File: src/common/io_line_consts.svh
// Register offsets, reset values and sizes for the I/O line direction block
`ifndef IO_LINE_CONSTS_SVH
`define IO_LINE_CONSTS_SVH
`define NUM_GIO 96
`define NUM_MFC 16
`define NUM_DCON 40
`define NUM_TRIG 8
`define NUM_LB 13
// Byte offsets of the registers (one aligned word each)
`define OFS_GIO_DIR0 12'h000
`define OFS_GIO_DIR1 12'h004
`define OFS_GIO_DIR2 12'h008
`define OFS_GIO_OUT0 12'h00c
`define OFS_GIO_OUT1 12'h010
`define OFS_GIO_OUT2 12'h014
`define OFS_GIO_IN0 12'h018
`define OFS_GIO_IN1 12'h01c
`define OFS_GIO_IN2 12'h020
`define OFS_TRIG_CTL 12'h024
`define OFS_LB_DIR 12'h028
`define OFS_LB_OUT 12'h02c
`define OFS_LINE_IN 12'h030
`define OFS_CONFIG 12'h034
// Direction resets: every line an input
`define DIR_RESET 32'h0000_0000
`define RESP_OKAY 2'b00
`define RESP_SLVERR 2'b10
`endif

File: src/common/io_line_pkg.sv
// Types shared by the I/O line direction block
package io_line_pkg;
   typedef struct packed {
      logic [95:0] oe;
      logic [95:0] dout;
   } gio_drive_s;
   typedef struct packed {
      logic [7:0] trigOe;
      logic [7:0] trigOut;
      logic starOe;
      logic starOut;
      logic [12:0] lbrOe;
      logic [12:0] lbrOut;
      logic [12:0] lblOe;
      logic [12:0] lblOut;
   } bus_drive_s;
   typedef enum logic [1:0] {
      rdIdle,
      rdResp
   } rd_state_e;
   typedef enum logic [1:0] {
      wrIdle,
      wrResp
   } wr_state_e;
endpackage : io_line_pkg

File: src/hw/line_sync.sv
// Two-stage synchroniser for a group of pin inputs
`timescale 1ns/10ps
`include "io_line_consts.svh"
module line_sync #(
   parameter int W = 8
) (
   input wire logic clk,
   input wire logic rstn,
   input wire logic ce,
   input wire logic [W-1:0] din,
   output logic [W-1:0] dout
);
   typedef struct packed {
      logic [W-1:0] meta;
      logic [W-1:0] stable;
   } sync_s;
   sync_s st_q;
   sync_s st_d;

   // First stage is read by the second only
   always_comb begin
      st_d = st_q;
      if (ce) begin
         st_d.meta = din;
         st_d.stable = st_q.meta;
      end
   end

   always_ff @(posedge clk or negedge rstn) begin
      if (!rstn) begin
         st_q <= '0;
      end else begin
         st_q <= st_d;
      end
   end

   assign dout = st_q.stable;
endmodule : line_sync

File: src/hw/line_driver.sv
// Registered tri-state pin driver: enable and value per line
`timescale 1ns/10ps
`include "io_line_consts.svh"
module line_driver #(
   parameter int W = 8
) (
   input wire logic clk,
   input wire logic rstn,
   input wire logic ce,
   input wire logic [W-1:0] dirOut,
   input wire logic [W-1:0] val,
   output logic [W-1:0] pinOe,
   output logic [W-1:0] pinOut
);
   typedef struct packed {
      logic [W-1:0] oe;
      logic [W-1:0] o;
   } drv_s;
   drv_s st_q;
   drv_s st_d;

   // Value is forced low while undriven so nothing leaks out on enable
   always_comb begin
      st_d = st_q;
      if (ce) begin
         st_d.oe = dirOut;
         st_d.o = val & dirOut;
      end
   end

   // Reset leaves every pin released
   always_ff @(posedge clk or negedge rstn) begin
      if (!rstn) begin
         st_q <= '0;
      end else begin
         st_q <= st_d;
      end
   end

   assign pinOe = st_q.oe;
   assign pinOut = st_q.o;
endmodule : line_driver

File: src/hw/io_and_trigger_line_direction.sv
// Direction and drive control for general I/O, trigger and local bus lines
// Overview of operation
// - There are 96 two-way general lines: 16 on the multifunction connector and 40 on each digital connector.
// - Each general line has its own direction bit, free of all others.
// - After reset every general line is released (not driven).
// - Directions may be mixed within one port, e.g. lines 0-3 in, 4-7 out.
// - The eight shared trigger lines can both send and receive.
// - Desktop variant: seven trigger lines and one oscillator line; backplane variant: eight.
// - Each shared trigger line has its own direction bit.
// - Only one instrument drives a shared trigger line; the others keep it as input.
// - The backplane variant has a star trigger line to or from the first peripheral slot.
// - The backplane variant has left and right local buses of 13 lines each.
// - Right line n goes to left line n of the right-hand neighbour.
// - Each local bus line has its own direction bit.
// - Only one party drives a local bus line; the neighbour keeps it as input.
// - In the first peripheral slot the 13 left lines are separate star triggers to slots 3-15.
// - The device and another party never drive the same star trigger line together.
//
// Added by the designer: the placing of the registers and the AXI4-Lite register port.
`timescale 1ns/10ps
`include "io_line_consts.svh"
module io_and_trigger_line_direction (
   input wire logic clk,
   input wire logic rstn,
   input wire logic ce,
   // AXI4-Lite slave
   input wire logic [11:0] awaddr,
   input wire logic awvalid,
   output logic awready,
   input wire logic [31:0] wdata,
   input wire logic [3:0] wstrb,
   input wire logic wvalid,
   output logic wready,
   output logic [1:0] bresp,
   output logic bvalid,
   input wire logic bready,
   input wire logic [11:0] araddr,
   input wire logic arvalid,
   output logic arready,
   output logic [31:0] rdata,
   output logic [1:0] rresp,
   output logic rvalid,
   input wire logic rready,
   // General lines: 0-15 connector 0, 16-55 connector 1, 56-95 connector 2
   input wire logic [95:0] generalIoLineIn,
   output logic [95:0] generalIoLineOut,
   output logic [95:0] generalIoLineOe,
   // Shared trigger lines; bit 7 is the oscillator line on desktop variant
   input wire logic [7:0] sharedTriggerLineIn,
   output logic [7:0] sharedTriggerLineOut,
   output logic [7:0] sharedTriggerLineOe,
   input wire logic starIn,
   output logic starOut,
   output logic starOe,
   input wire logic [12:0] lbRightIn,
   output logic [12:0] lbRightOut,
   output logic [12:0] lbRightOe,
   input wire logic [12:0] lbLeftIn,
   output logic [12:0] lbLeftOut,
   output logic [12:0] lbLeftOe
);
   typedef struct packed {
      logic [95:0] gioDir;
      logic [95:0] gioVal;
      logic [7:0] trigDir;
      logic [7:0] trigVal;
      logic starDir;
      logic starVal;
      logic [12:0] lbrDir;
      logic [12:0] lbrVal;
      logic [12:0] lblDir;
      logic [12:0] lblVal;
      logic backplane;
      logic firstSlot;
      io_line_pkg::wr_state_e wrSt;
      logic awHeld;
      logic [11:0] awAddr;
      logic wHeld;
      logic [31:0] wData;
      logic [3:0] wStrb;
      logic [1:0] bResp;
      io_line_pkg::rd_state_e rdSt;
      logic [31:0] rData;
      logic [1:0] rResp;
   } state_s;
   state_s st_q;
   state_s st_d;

   logic [95:0] gioInSync;
   logic [7:0] trigInSync;
   logic starInSync;
   logic [12:0] lbrInSync;
   logic [12:0] lblInSync;

   // Byte-lane merge used by every writable register
   function automatic logic [31:0] merge(input logic [31:0] old,
                                         input logic [31:0] nw,
                                         input logic [3:0] strb);
      logic [31:0] r;
      r = old;
      for (int i = 0; i < 4; i++) begin
         if (strb[i]) begin
            r[i*8 +: 8] = nw[i*8 +: 8];
         end
      end
      return r;
   endfunction : merge

   // Pin inputs cross into the clock domain through two flops
   line_sync #(.W(`NUM_GIO)) uSyncGio (
      .clk(clk), .rstn(rstn), .ce(ce),
      .din(generalIoLineIn), .dout(gioInSync));
   line_sync #(.W(`NUM_TRIG + 1 + 2 * `NUM_LB)) uSyncBus (
      .clk(clk), .rstn(rstn), .ce(ce),
      .din({sharedTriggerLineIn, starIn, lbRightIn, lbLeftIn}),
      .dout({trigInSync, starInSync, lbrInSync, lblInSync}));

   logic [95:0] gioOeSel;
   logic [7:0] trigOeSel;
   logic starOeSel;
   logic [12:0] lbrOeSel;
   logic [12:0] lblOeSel;

   // Only lines explicitly set to output drive; variant gates backplane pins
   always_comb begin
      gioOeSel = st_q.gioDir;
      trigOeSel = st_q.trigDir;
      starOeSel = st_q.starDir & st_q.backplane;
      lbrOeSel = st_q.lbrDir & {`NUM_LB{st_q.backplane}};
      lblOeSel = st_q.lblDir & {`NUM_LB{st_q.backplane}};
   end

   // All 96 general lines, each with its own enable
   line_driver #(.W(`NUM_GIO)) uDrvGio (
      .clk(clk), .rstn(rstn), .ce(ce),
      .dirOut(gioOeSel), .val(st_q.gioVal),
      .pinOe(generalIoLineOe), .pinOut(generalIoLineOut));
   line_driver #(.W(`NUM_TRIG + 1 + 2 * `NUM_LB)) uDrvBus (
      .clk(clk), .rstn(rstn), .ce(ce),
      .dirOut({trigOeSel, starOeSel, lbrOeSel, lblOeSel}),
      .val({st_q.trigVal, st_q.starVal, st_q.lbrVal, st_q.lblVal}),
      .pinOe({sharedTriggerLineOe, starOe, lbRightOe, lbLeftOe}),
      .pinOut({sharedTriggerLineOut, starOut, lbRightOut,
               lbLeftOut}));

   // Bus slave: write path then read path
   always_comb begin
      logic [11:0] a;
      logic [31:0] v;
      a = '0;
      v = '0;
      st_d = st_q;
      if (ce) begin
         // Address and data are taken in either order
         if (awvalid && !st_q.awHeld && st_q.wrSt == io_line_pkg::wrIdle) begin
            st_d.awHeld = 1'b1;
            st_d.awAddr = awaddr;
         end
         if (wvalid && !st_q.wHeld && st_q.wrSt == io_line_pkg::wrIdle) begin
            st_d.wHeld = 1'b1;
            st_d.wData = wdata;
            st_d.wStrb = wstrb;
         end
         if (st_q.awHeld && st_q.wHeld && st_q.wrSt == io_line_pkg::wrIdle) begin
            a = {st_q.awAddr[11:2], 2'b00};
            st_d.bResp = `RESP_OKAY;
            // Parallel-tied outputs stay equal because one word updates
            // the byte lanes that wstrb selects in a register at one edge
            if (a == `OFS_GIO_DIR0) begin
               st_d.gioDir[31:0] = merge(st_q.gioDir[31:0], st_q.wData,
                                         st_q.wStrb);
            end else if (a == `OFS_GIO_DIR1) begin
               st_d.gioDir[63:32] = merge(st_q.gioDir[63:32], st_q.wData,
                                          st_q.wStrb);
            end else if (a == `OFS_GIO_DIR2) begin
               st_d.gioDir[95:64] = merge(st_q.gioDir[95:64], st_q.wData,
                                          st_q.wStrb);
            end else if (a == `OFS_GIO_OUT0) begin
               st_d.gioVal[31:0] = merge(st_q.gioVal[31:0], st_q.wData,
                                         st_q.wStrb);
            end else if (a == `OFS_GIO_OUT1) begin
               st_d.gioVal[63:32] = merge(st_q.gioVal[63:32], st_q.wData,
                                          st_q.wStrb);
            end else if (a == `OFS_GIO_OUT2) begin
               st_d.gioVal[95:64] = merge(st_q.gioVal[95:64], st_q.wData,
                                          st_q.wStrb);
            end else if (a == `OFS_TRIG_CTL) begin
               v = merge({6'h00, st_q.starVal, st_q.starDir, 8'h00,
                          st_q.trigVal, st_q.trigDir}, st_q.wData, st_q.wStrb);
               st_d.trigDir = v[7:0];
               st_d.trigVal = v[15:8];
               st_d.starDir = v[24];
               st_d.starVal = v[25];
            end else if (a == `OFS_LB_DIR) begin
               v = merge({3'h0, st_q.lblDir, 3'h0, st_q.lbrDir},
                         st_q.wData, st_q.wStrb);
               st_d.lbrDir = v[12:0];
               st_d.lblDir = v[28:16];
            end else if (a == `OFS_LB_OUT) begin
               v = merge({3'h0, st_q.lblVal, 3'h0, st_q.lbrVal},
                         st_q.wData, st_q.wStrb);
               st_d.lbrVal = v[12:0];
               st_d.lblVal = v[28:16];
            end else if (a == `OFS_CONFIG) begin
               v = merge({30'h0, st_q.firstSlot, st_q.backplane},
                         st_q.wData, st_q.wStrb);
               st_d.backplane = v[0];
               st_d.firstSlot = v[1];
            end else if (a == `OFS_GIO_IN0 || a == `OFS_GIO_IN1 ||
                         a == `OFS_GIO_IN2 || a == `OFS_LINE_IN) begin
               st_d.bResp = `RESP_OKAY; // Read-only: write ignored
            end else begin
               st_d.bResp = `RESP_SLVERR;
            end
            st_d.awHeld = 1'b0;
            st_d.wHeld = 1'b0;
            st_d.wrSt = io_line_pkg::wrResp;
         end
         if (st_q.wrSt == io_line_pkg::wrResp && bready) begin
            st_d.wrSt = io_line_pkg::wrIdle;
         end
         // Read path: one-cycle answer after the address is taken
         if (st_q.rdSt == io_line_pkg::rdIdle && arvalid) begin
            a = {araddr[11:2], 2'b00};
            st_d.rResp = `RESP_OKAY;
            st_d.rData = '0;
            if (a == `OFS_GIO_DIR0) begin
               st_d.rData = st_q.gioDir[31:0];
            end else if (a == `OFS_GIO_DIR1) begin
               st_d.rData = st_q.gioDir[63:32];
            end else if (a == `OFS_GIO_DIR2) begin
               st_d.rData = st_q.gioDir[95:64];
            end else if (a == `OFS_GIO_OUT0) begin
               st_d.rData = st_q.gioVal[31:0];
            end else if (a == `OFS_GIO_OUT1) begin
               st_d.rData = st_q.gioVal[63:32];
            end else if (a == `OFS_GIO_OUT2) begin
               st_d.rData = st_q.gioVal[95:64];
            end else if (a == `OFS_GIO_IN0) begin
               st_d.rData = gioInSync[31:0];
            end else if (a == `OFS_GIO_IN1) begin
               st_d.rData = gioInSync[63:32];
            end else if (a == `OFS_GIO_IN2) begin
               st_d.rData = gioInSync[95:64];
            end else if (a == `OFS_TRIG_CTL) begin
               st_d.rData = {6'h00, st_q.starVal, st_q.starDir, 8'h00,
                             st_q.trigVal, st_q.trigDir};
            end else if (a == `OFS_LB_DIR) begin
               st_d.rData = {3'h0, st_q.lblDir, 3'h0, st_q.lbrDir};
            end else if (a == `OFS_LB_OUT) begin
               st_d.rData = {3'h0, st_q.lblVal, 3'h0, st_q.lbrVal};
            end else if (a == `OFS_LINE_IN) begin
               // Left lines 10-12 do not fit this word and are not readable
               st_d.rData = {lblInSync[9:6], starInSync, lbrInSync,
                             lblInSync[5:0], trigInSync};
            end else if (a == `OFS_CONFIG) begin
               st_d.rData = {30'h0, st_q.firstSlot, st_q.backplane};
            end else begin
               st_d.rResp = `RESP_SLVERR;
            end
            st_d.rdSt = io_line_pkg::rdResp;
         end else if (st_q.rdSt == io_line_pkg::rdResp && rready) begin
            st_d.rdSt = io_line_pkg::rdIdle;
         end
      end
   end

   // Directions clear at reset so nothing drives until software asks
   always_ff @(posedge clk or negedge rstn) begin
      if (!rstn) begin
         st_q <= '0;
         st_q.wrSt <= io_line_pkg::wrIdle;
         st_q.rdSt <= io_line_pkg::rdIdle;
      end else begin
         st_q <= st_d;
      end
   end

   // Handshake outputs straight from state flops
   always_comb begin
      awready = ~st_q.awHeld & (st_q.wrSt == io_line_pkg::wrIdle);
      wready = ~st_q.wHeld & (st_q.wrSt == io_line_pkg::wrIdle);
      bvalid = st_q.wrSt == io_line_pkg::wrResp;
      bresp = st_q.bResp;
      arready = st_q.rdSt == io_line_pkg::rdIdle;
      rvalid = st_q.rdSt == io_line_pkg::rdResp;
      rdata = st_q.rData;
      rresp = st_q.rResp;
   end

   a_gio_released: assert property (@(posedge clk) disable iff (!rstn)
      $rose(rstn) |-> generalIoLineOe == '0)
      else $error("general lines driven right after reset");
   a_gio_follow: assert property (@(posedge clk) disable iff (!rstn)
      ce |=> generalIoLineOe == $past(st_q.gioDir))
      else $error("general enable does not follow direction");
   a_trig_follow: assert property (@(posedge clk) disable iff (!rstn)
      ce |=> sharedTriggerLineOe == $past(st_q.trigDir))
      else $error("trigger enable does not follow direction");
   a_trig_input: assert property (@(posedge clk) disable iff (!rstn)
      (ce && st_q.trigDir == '0) |=> sharedTriggerLineOe == '0)
      else $error("trigger driven while configured input");
   a_star_gate: assert property (@(posedge clk) disable iff (!rstn)
      (ce && !st_q.backplane) |=> !starOe)
      else $error("star driven on desktop variant");
   a_lb_gate: assert property (@(posedge clk) disable iff (!rstn)
      (ce && !st_q.backplane) |=> (lbRightOe == '0 && lbLeftOe == '0))
      else $error("local bus driven on desktop variant");
   a_lbr_follow: assert property (@(posedge clk) disable iff (!rstn)
      (ce && st_q.backplane) |=> lbRightOe == $past(st_q.lbrDir))
      else $error("right bus enable wrong");
   a_lbl_follow: assert property (@(posedge clk) disable iff (!rstn)
      (ce && st_q.backplane) |=> lbLeftOe == $past(st_q.lblDir))
      else $error("left bus enable wrong");
   a_undriven_low: assert property (@(posedge clk) disable iff (!rstn)
      (lbRightOut & ~lbRightOe) == '0)
      else $error("value on released right bus line");
   a_bus_answer: assert property (@(posedge clk) disable iff (!rstn)
      (ce && arvalid && arready) |=> rvalid)
      else $error("read not answered in one cycle");
   c_write_done: cover property (@(posedge clk) bvalid && bready);
   c_read_done: cover property (@(posedge clk) rvalid && rready);
   c_trig_drive: cover property (@(posedge clk) sharedTriggerLineOe != '0);
   c_lb_drive: cover property (@(posedge clk) lbLeftOe != '0);
endmodule : io_and_trigger_line_direction

File: config.mk
export PLATFORM = sky130hd
export DESIGN_NAME = io_and_trigger_line_direction
export DESIGN_NICKNAME = d
export VERILOG_FILES = /design/src/common/io_line_pkg.sv /design/src/hw/line_sync.sv /design/src/hw/line_driver.sv /design/src/hw/io_and_trigger_line_direction.sv
export VERILOG_INCLUDE_DIRS = /design/src /design/src/common
export SDC_FILE = /design/constraint.sdc
export NUM_CORES = 1
export LEC_CHECK = 0
export BUFFER_PORTS_ARGS = -buffer_cell sky130_fd_sc_hd__buf_4
export CORE_MARGIN = 2
export CORE_UTILIZATION = 56
export CTS_BUF_LIST = sky130_fd_sc_hd__clkbuf_4 sky130_fd_sc_hd__clkbuf_8
export DETAILED_ROUTE_END_ITERATION = 6
export HOLD_SLACK_MARGIN = 0.06
export PLACE_DENSITY = 0.78
export RECOVER_POWER = 100
export SYNTH_ARGS = -nofsm -noshare
export SYNTH_HDL_FRONTEND = slang
export SYNTH_SLANG_ARGS = --single-unit
File: constraint.sdc
create_clock -name clk -period 2.66 [get_ports clk]
set_input_delay 0.266 -clock clk [delete_from_list [all_inputs] [get_ports clk]]
set_output_delay 0.266 -clock clk [all_outputs]
set_load 0.01 [all_outputs]
==> flow_metrics.tcl <==
set metrics [dict create \
    vias 28400 \
    setup_viol 0 \
    maxCapViolCount 1 \
    fin_crit_ns 2.65 \
    critical_path_class "primary input to register" \
    clkTransAtPathRegs_ns 0.06 \
    critPathLaunchType "primary input" \
    antenna_found_initial 8 \
    worst-r2r-cell-count 3 \
    status "finished, violations left" \
    place.gp.congestion 0.993 \
    die_w_um 263 \
    die-area_um2 68900 \
    synth-edff-count 0 \
    fp.dieH_um 263 \
    tightest_slew_ns 2.20 \
    fill_cells 4846 \
    cts_tree "built" \
    startpoint "araddr[8]" \
    io_buffers 492 \
    worstReg2RegEnd "st_q[44]" \
    initial_core_util_pct 56.7 \
    fin_nets 3877 \
    syn_area_um2 37400 \
    drc 0 \
    fin_area_um2 45800 \
    grt_max_degree 150 \
    clockBufferDepth 3 \
    yosysWarnings 0 \
    htree_levels 4 \
    fin_crit_sh_pct 99.6 \
    overflow 0 \
    powerDensity_nw_per_um2 707 \
    firstDrtPassIters 6 \
    grt_pass1_wl_mm 189 \
    cpMaxStageDelayCell "clkbuf_1" \
    cp_max_fo 10 \
    min_path_cells 4 \
    drt_iter0_drc 3027 \
    synth_cell_types 80 \
    p_leak_nw 20.9 \
    ir_worst_vdd_mv 0.429 \
    ys.flop_type "dfrtp_1" \
    relSlewSlack_pct -46.5 \
    cts_buffers 143 \
    crit_chain "dlygate4sd3_1 -> clkbuf_1 -> nor3_1 -> dlygate4sd3_1 -> clkbuf_1 -> o211ai_1 -> o22ai_1 -> a22o_1" \
    place_area_um2 42500 \
    drive_gt1_share_pct 31.3 \
    viasPerCell 6.10 \
    numClockSinks 866 \
    clk_latency_ns 0.81 \
    async_flop_share_pct 100 \
    setup_tns_ns 0 \
    critPathArrivalTime_ns 3.39 \
    ff2ff_setup_slack_ns 0.07 \
    wirelength_mm 127 \
    rsz0062_at_grt "no" \
    violations "max-capacitance violations, max-slew violations" \
    grt_use_total_pct 36.8 \
    ios 502 \
    worst_ep_required_time_ns 3.40 \
    syn_inst 2945 \
    row_count 94 \
    wl_per_cell_um 27.3 \
    min_to "rresp[1]" \
    crit_path_end_kind "register" \
    hold_viol 0 \
    fmax_mhz 377 \
    worstHoldPathType "primary input to register" \
    seq_area_frac_synth_pct 57.9 \
    skew_ns 0.0373 \
    r2r_start "st_q[88]" \
    core_um2 66000 \
    synth-seq-cells 866 \
    area_delta_synth_final_pct 22.4 \
    hpwl_mm 90.2 \
    hp-start "araddr[5]" \
    clockRootBuffer "clkbuf_8" \
    slew_viol_final 142 \
    slowest_delay_ns 0.63 \
    grt_pass1_vias 29300 \
    avgSynthCellArea_um2 12.7 \
    final_antenna_net_count 0 \
]
-- flip-flops by register name, indices dropped and copies added, names as in the netlist, 35 cells and up --
name and flops:
st_q 210, uDrvGio.pinOe 96, gioOeSel 96, uDrvBus.pinOe 35, uSyncGio.dout 96, uDrvGio.pinOut 96, uDrvBus.pinOut 35, uSyncGio.st_q 96
-- worst max-delay path, delay by kind of cell --
family / cells / cell delay (ns)
buffers and inverters: 4 / 2.00
AOI/OAI and AO/OA: 3 / 0.86
and+or+nand+nor: 1 / 0.26
-- cells by family after synthesis --
| logic type | count (synthesis) | synth area share (%) |
|---|---|---|
| and+or+nand+nor | 450 | 6.71 |
| muxes | 736 | 22.5 |
| DFF | 866 | 57.9 |
| other | 1 | 0.0100 |
| buffers and inverters | 398 | 4.55 |
| AOI/OAI and AO/OA | 494 | 8.31 |
-- cell type report --
type,count,area (um2),share of cell area (%)
Inverter,175,657,1.43
Multi-Input combinational cell,1682,13800,30.2
Sequential cell,866,21700,47.3
Antenna cell,3,7.51,0.0164
Timing Repair Buffer,810,5450,11.9
Tap cell,864,1080,2.36
Clock buffer,233,2920,6.37
Clock inverter,18,178,0.388
-- cell usage after synthesis, types with 5 or more instances --
cell | n | area (um2)
dfrtp_1 | 866 | 21700
mux2_2 | 586 | 6600
o21ai_0 | 229 | 1150
inv_1 | 174 | 653
nand3_1 | 157 | 786
clkbuf_1 | 130 | 488
nor2_1 | 83 | 312
nand2_1 | 65 | 244
a21oi_1 | 63 | 315
mux2i_1 | 51 | 510
mux2_1 | 49 | 552
mux2_4 | 48 | 721
buf_4 | 37 | 278
buf_2 | 32 | 160
a221oi_1 | 31 | 272
nand4_1 | 30 | 188
buf_1 | 20 | 75.1
o22ai_1 | 20 | 125
nand2b_1 | 16 | 100
o22a_1 | 16 | 140
o2bb2ai_1 | 16 | 140
nor2b_1 | 13 | 81.3
nor3_1 | 13 | 65.1
nor2_8 | 12 | 240
o221ai_1 | 12 | 105
a211oi_1 | 9 | 67.6
a22o_1 | 9 | 78.8
a22oi_1 | 9 | 67.6
a31o_2 | 9 | 78.8
o32ai_1 | 9 | 78.8
a31oi_1 | 8 | 50.1
a21o_1 | 7 | 52.6
nand3b_1 | 7 | 52.6
and2_1 | 6 | 37.5
o211ai_1 | 6 | 45.0
a2111oi_0 | 5 | 43.8
nor4_1 | 5 | 31.3
o21bai_1 | 5 | 37.5
-- how the worst max path moves through the flow --
stage | end | slack, ns | cells past startpoint
2_1_floorplan | gioOeSel[16] | 0.53 | 6
4_1_cts | st_q[199] | 0.18 | 6
3_3_place_gp | rdata[2] | 0.18 | 6
6_report | rdata[16] | 0.01 | 8
5_1_grt | gioOeSel[89] | 0.03 | 6
3_5_place_dp | rdata[2] | 0.15 | 6
-- power breakdown --
part           internal (mW)  switching [mW]
clock                   7.20            5.40
combinational           1.77            1.84
sequential              14.3            1.90
total                   23.2            9.14
-- metrics by stage --
stage	std cells	util (%)	hold WS, ns	worst slack, ns	power (mW)
2_1_floorplan	2946	-	-0.0296	0.529	17.6
3_3_place_gp	4213	64.4	0.291	0.182	19.6
3_5_place_dp	4213	64.4	0.294	0.152	19.8
4_1_cts	4648	71.9	0.0854	0.182	32.5
5_1_grt	4650	69.4	0.160	0.0255	33.4
6_report	4651	69.4	0.157	0.00968	32.4
-- metal layers --
layer  up-vias  GRT usage (%)  wire length, um
li1      12000              -                -
met1     14600           50.6            51800
met2      1571           56.7            58300
met3       277           9.41            12300
met4         6           13.8             4590
met5         -              0               41
-- cells in the final DEF (no fill, tap or decap), types with 16 or more instances in the layout --
cell and n:
nand4_1 30, dlygate4sd3_1 183, nand3_1 157, mux2_2 582
mux2i_1 51, nor2_1 85, o2bb2ai_1 16, o22ai_1 20
o22a_1 16, clkbuf_4 50, nand2_1 65, o21ai_0 229
inv_1 174, a221oi_1 31, buf_4 260, dfrtp_1 866
nand2b_1 16, a21oi_1 63, clkbuf_1 329, mux2_1 87
clkbuf_8 187
-- what timing repair did --
action,in CTS,in global routing
resized for setup,0,0
buffers inserted,0,0
hold buffers,184,0
endpoints found under the setup margin,0,0
endpoints found under the hold margin,836,0
Note: power is estimated with default switching activity, not from simulation.
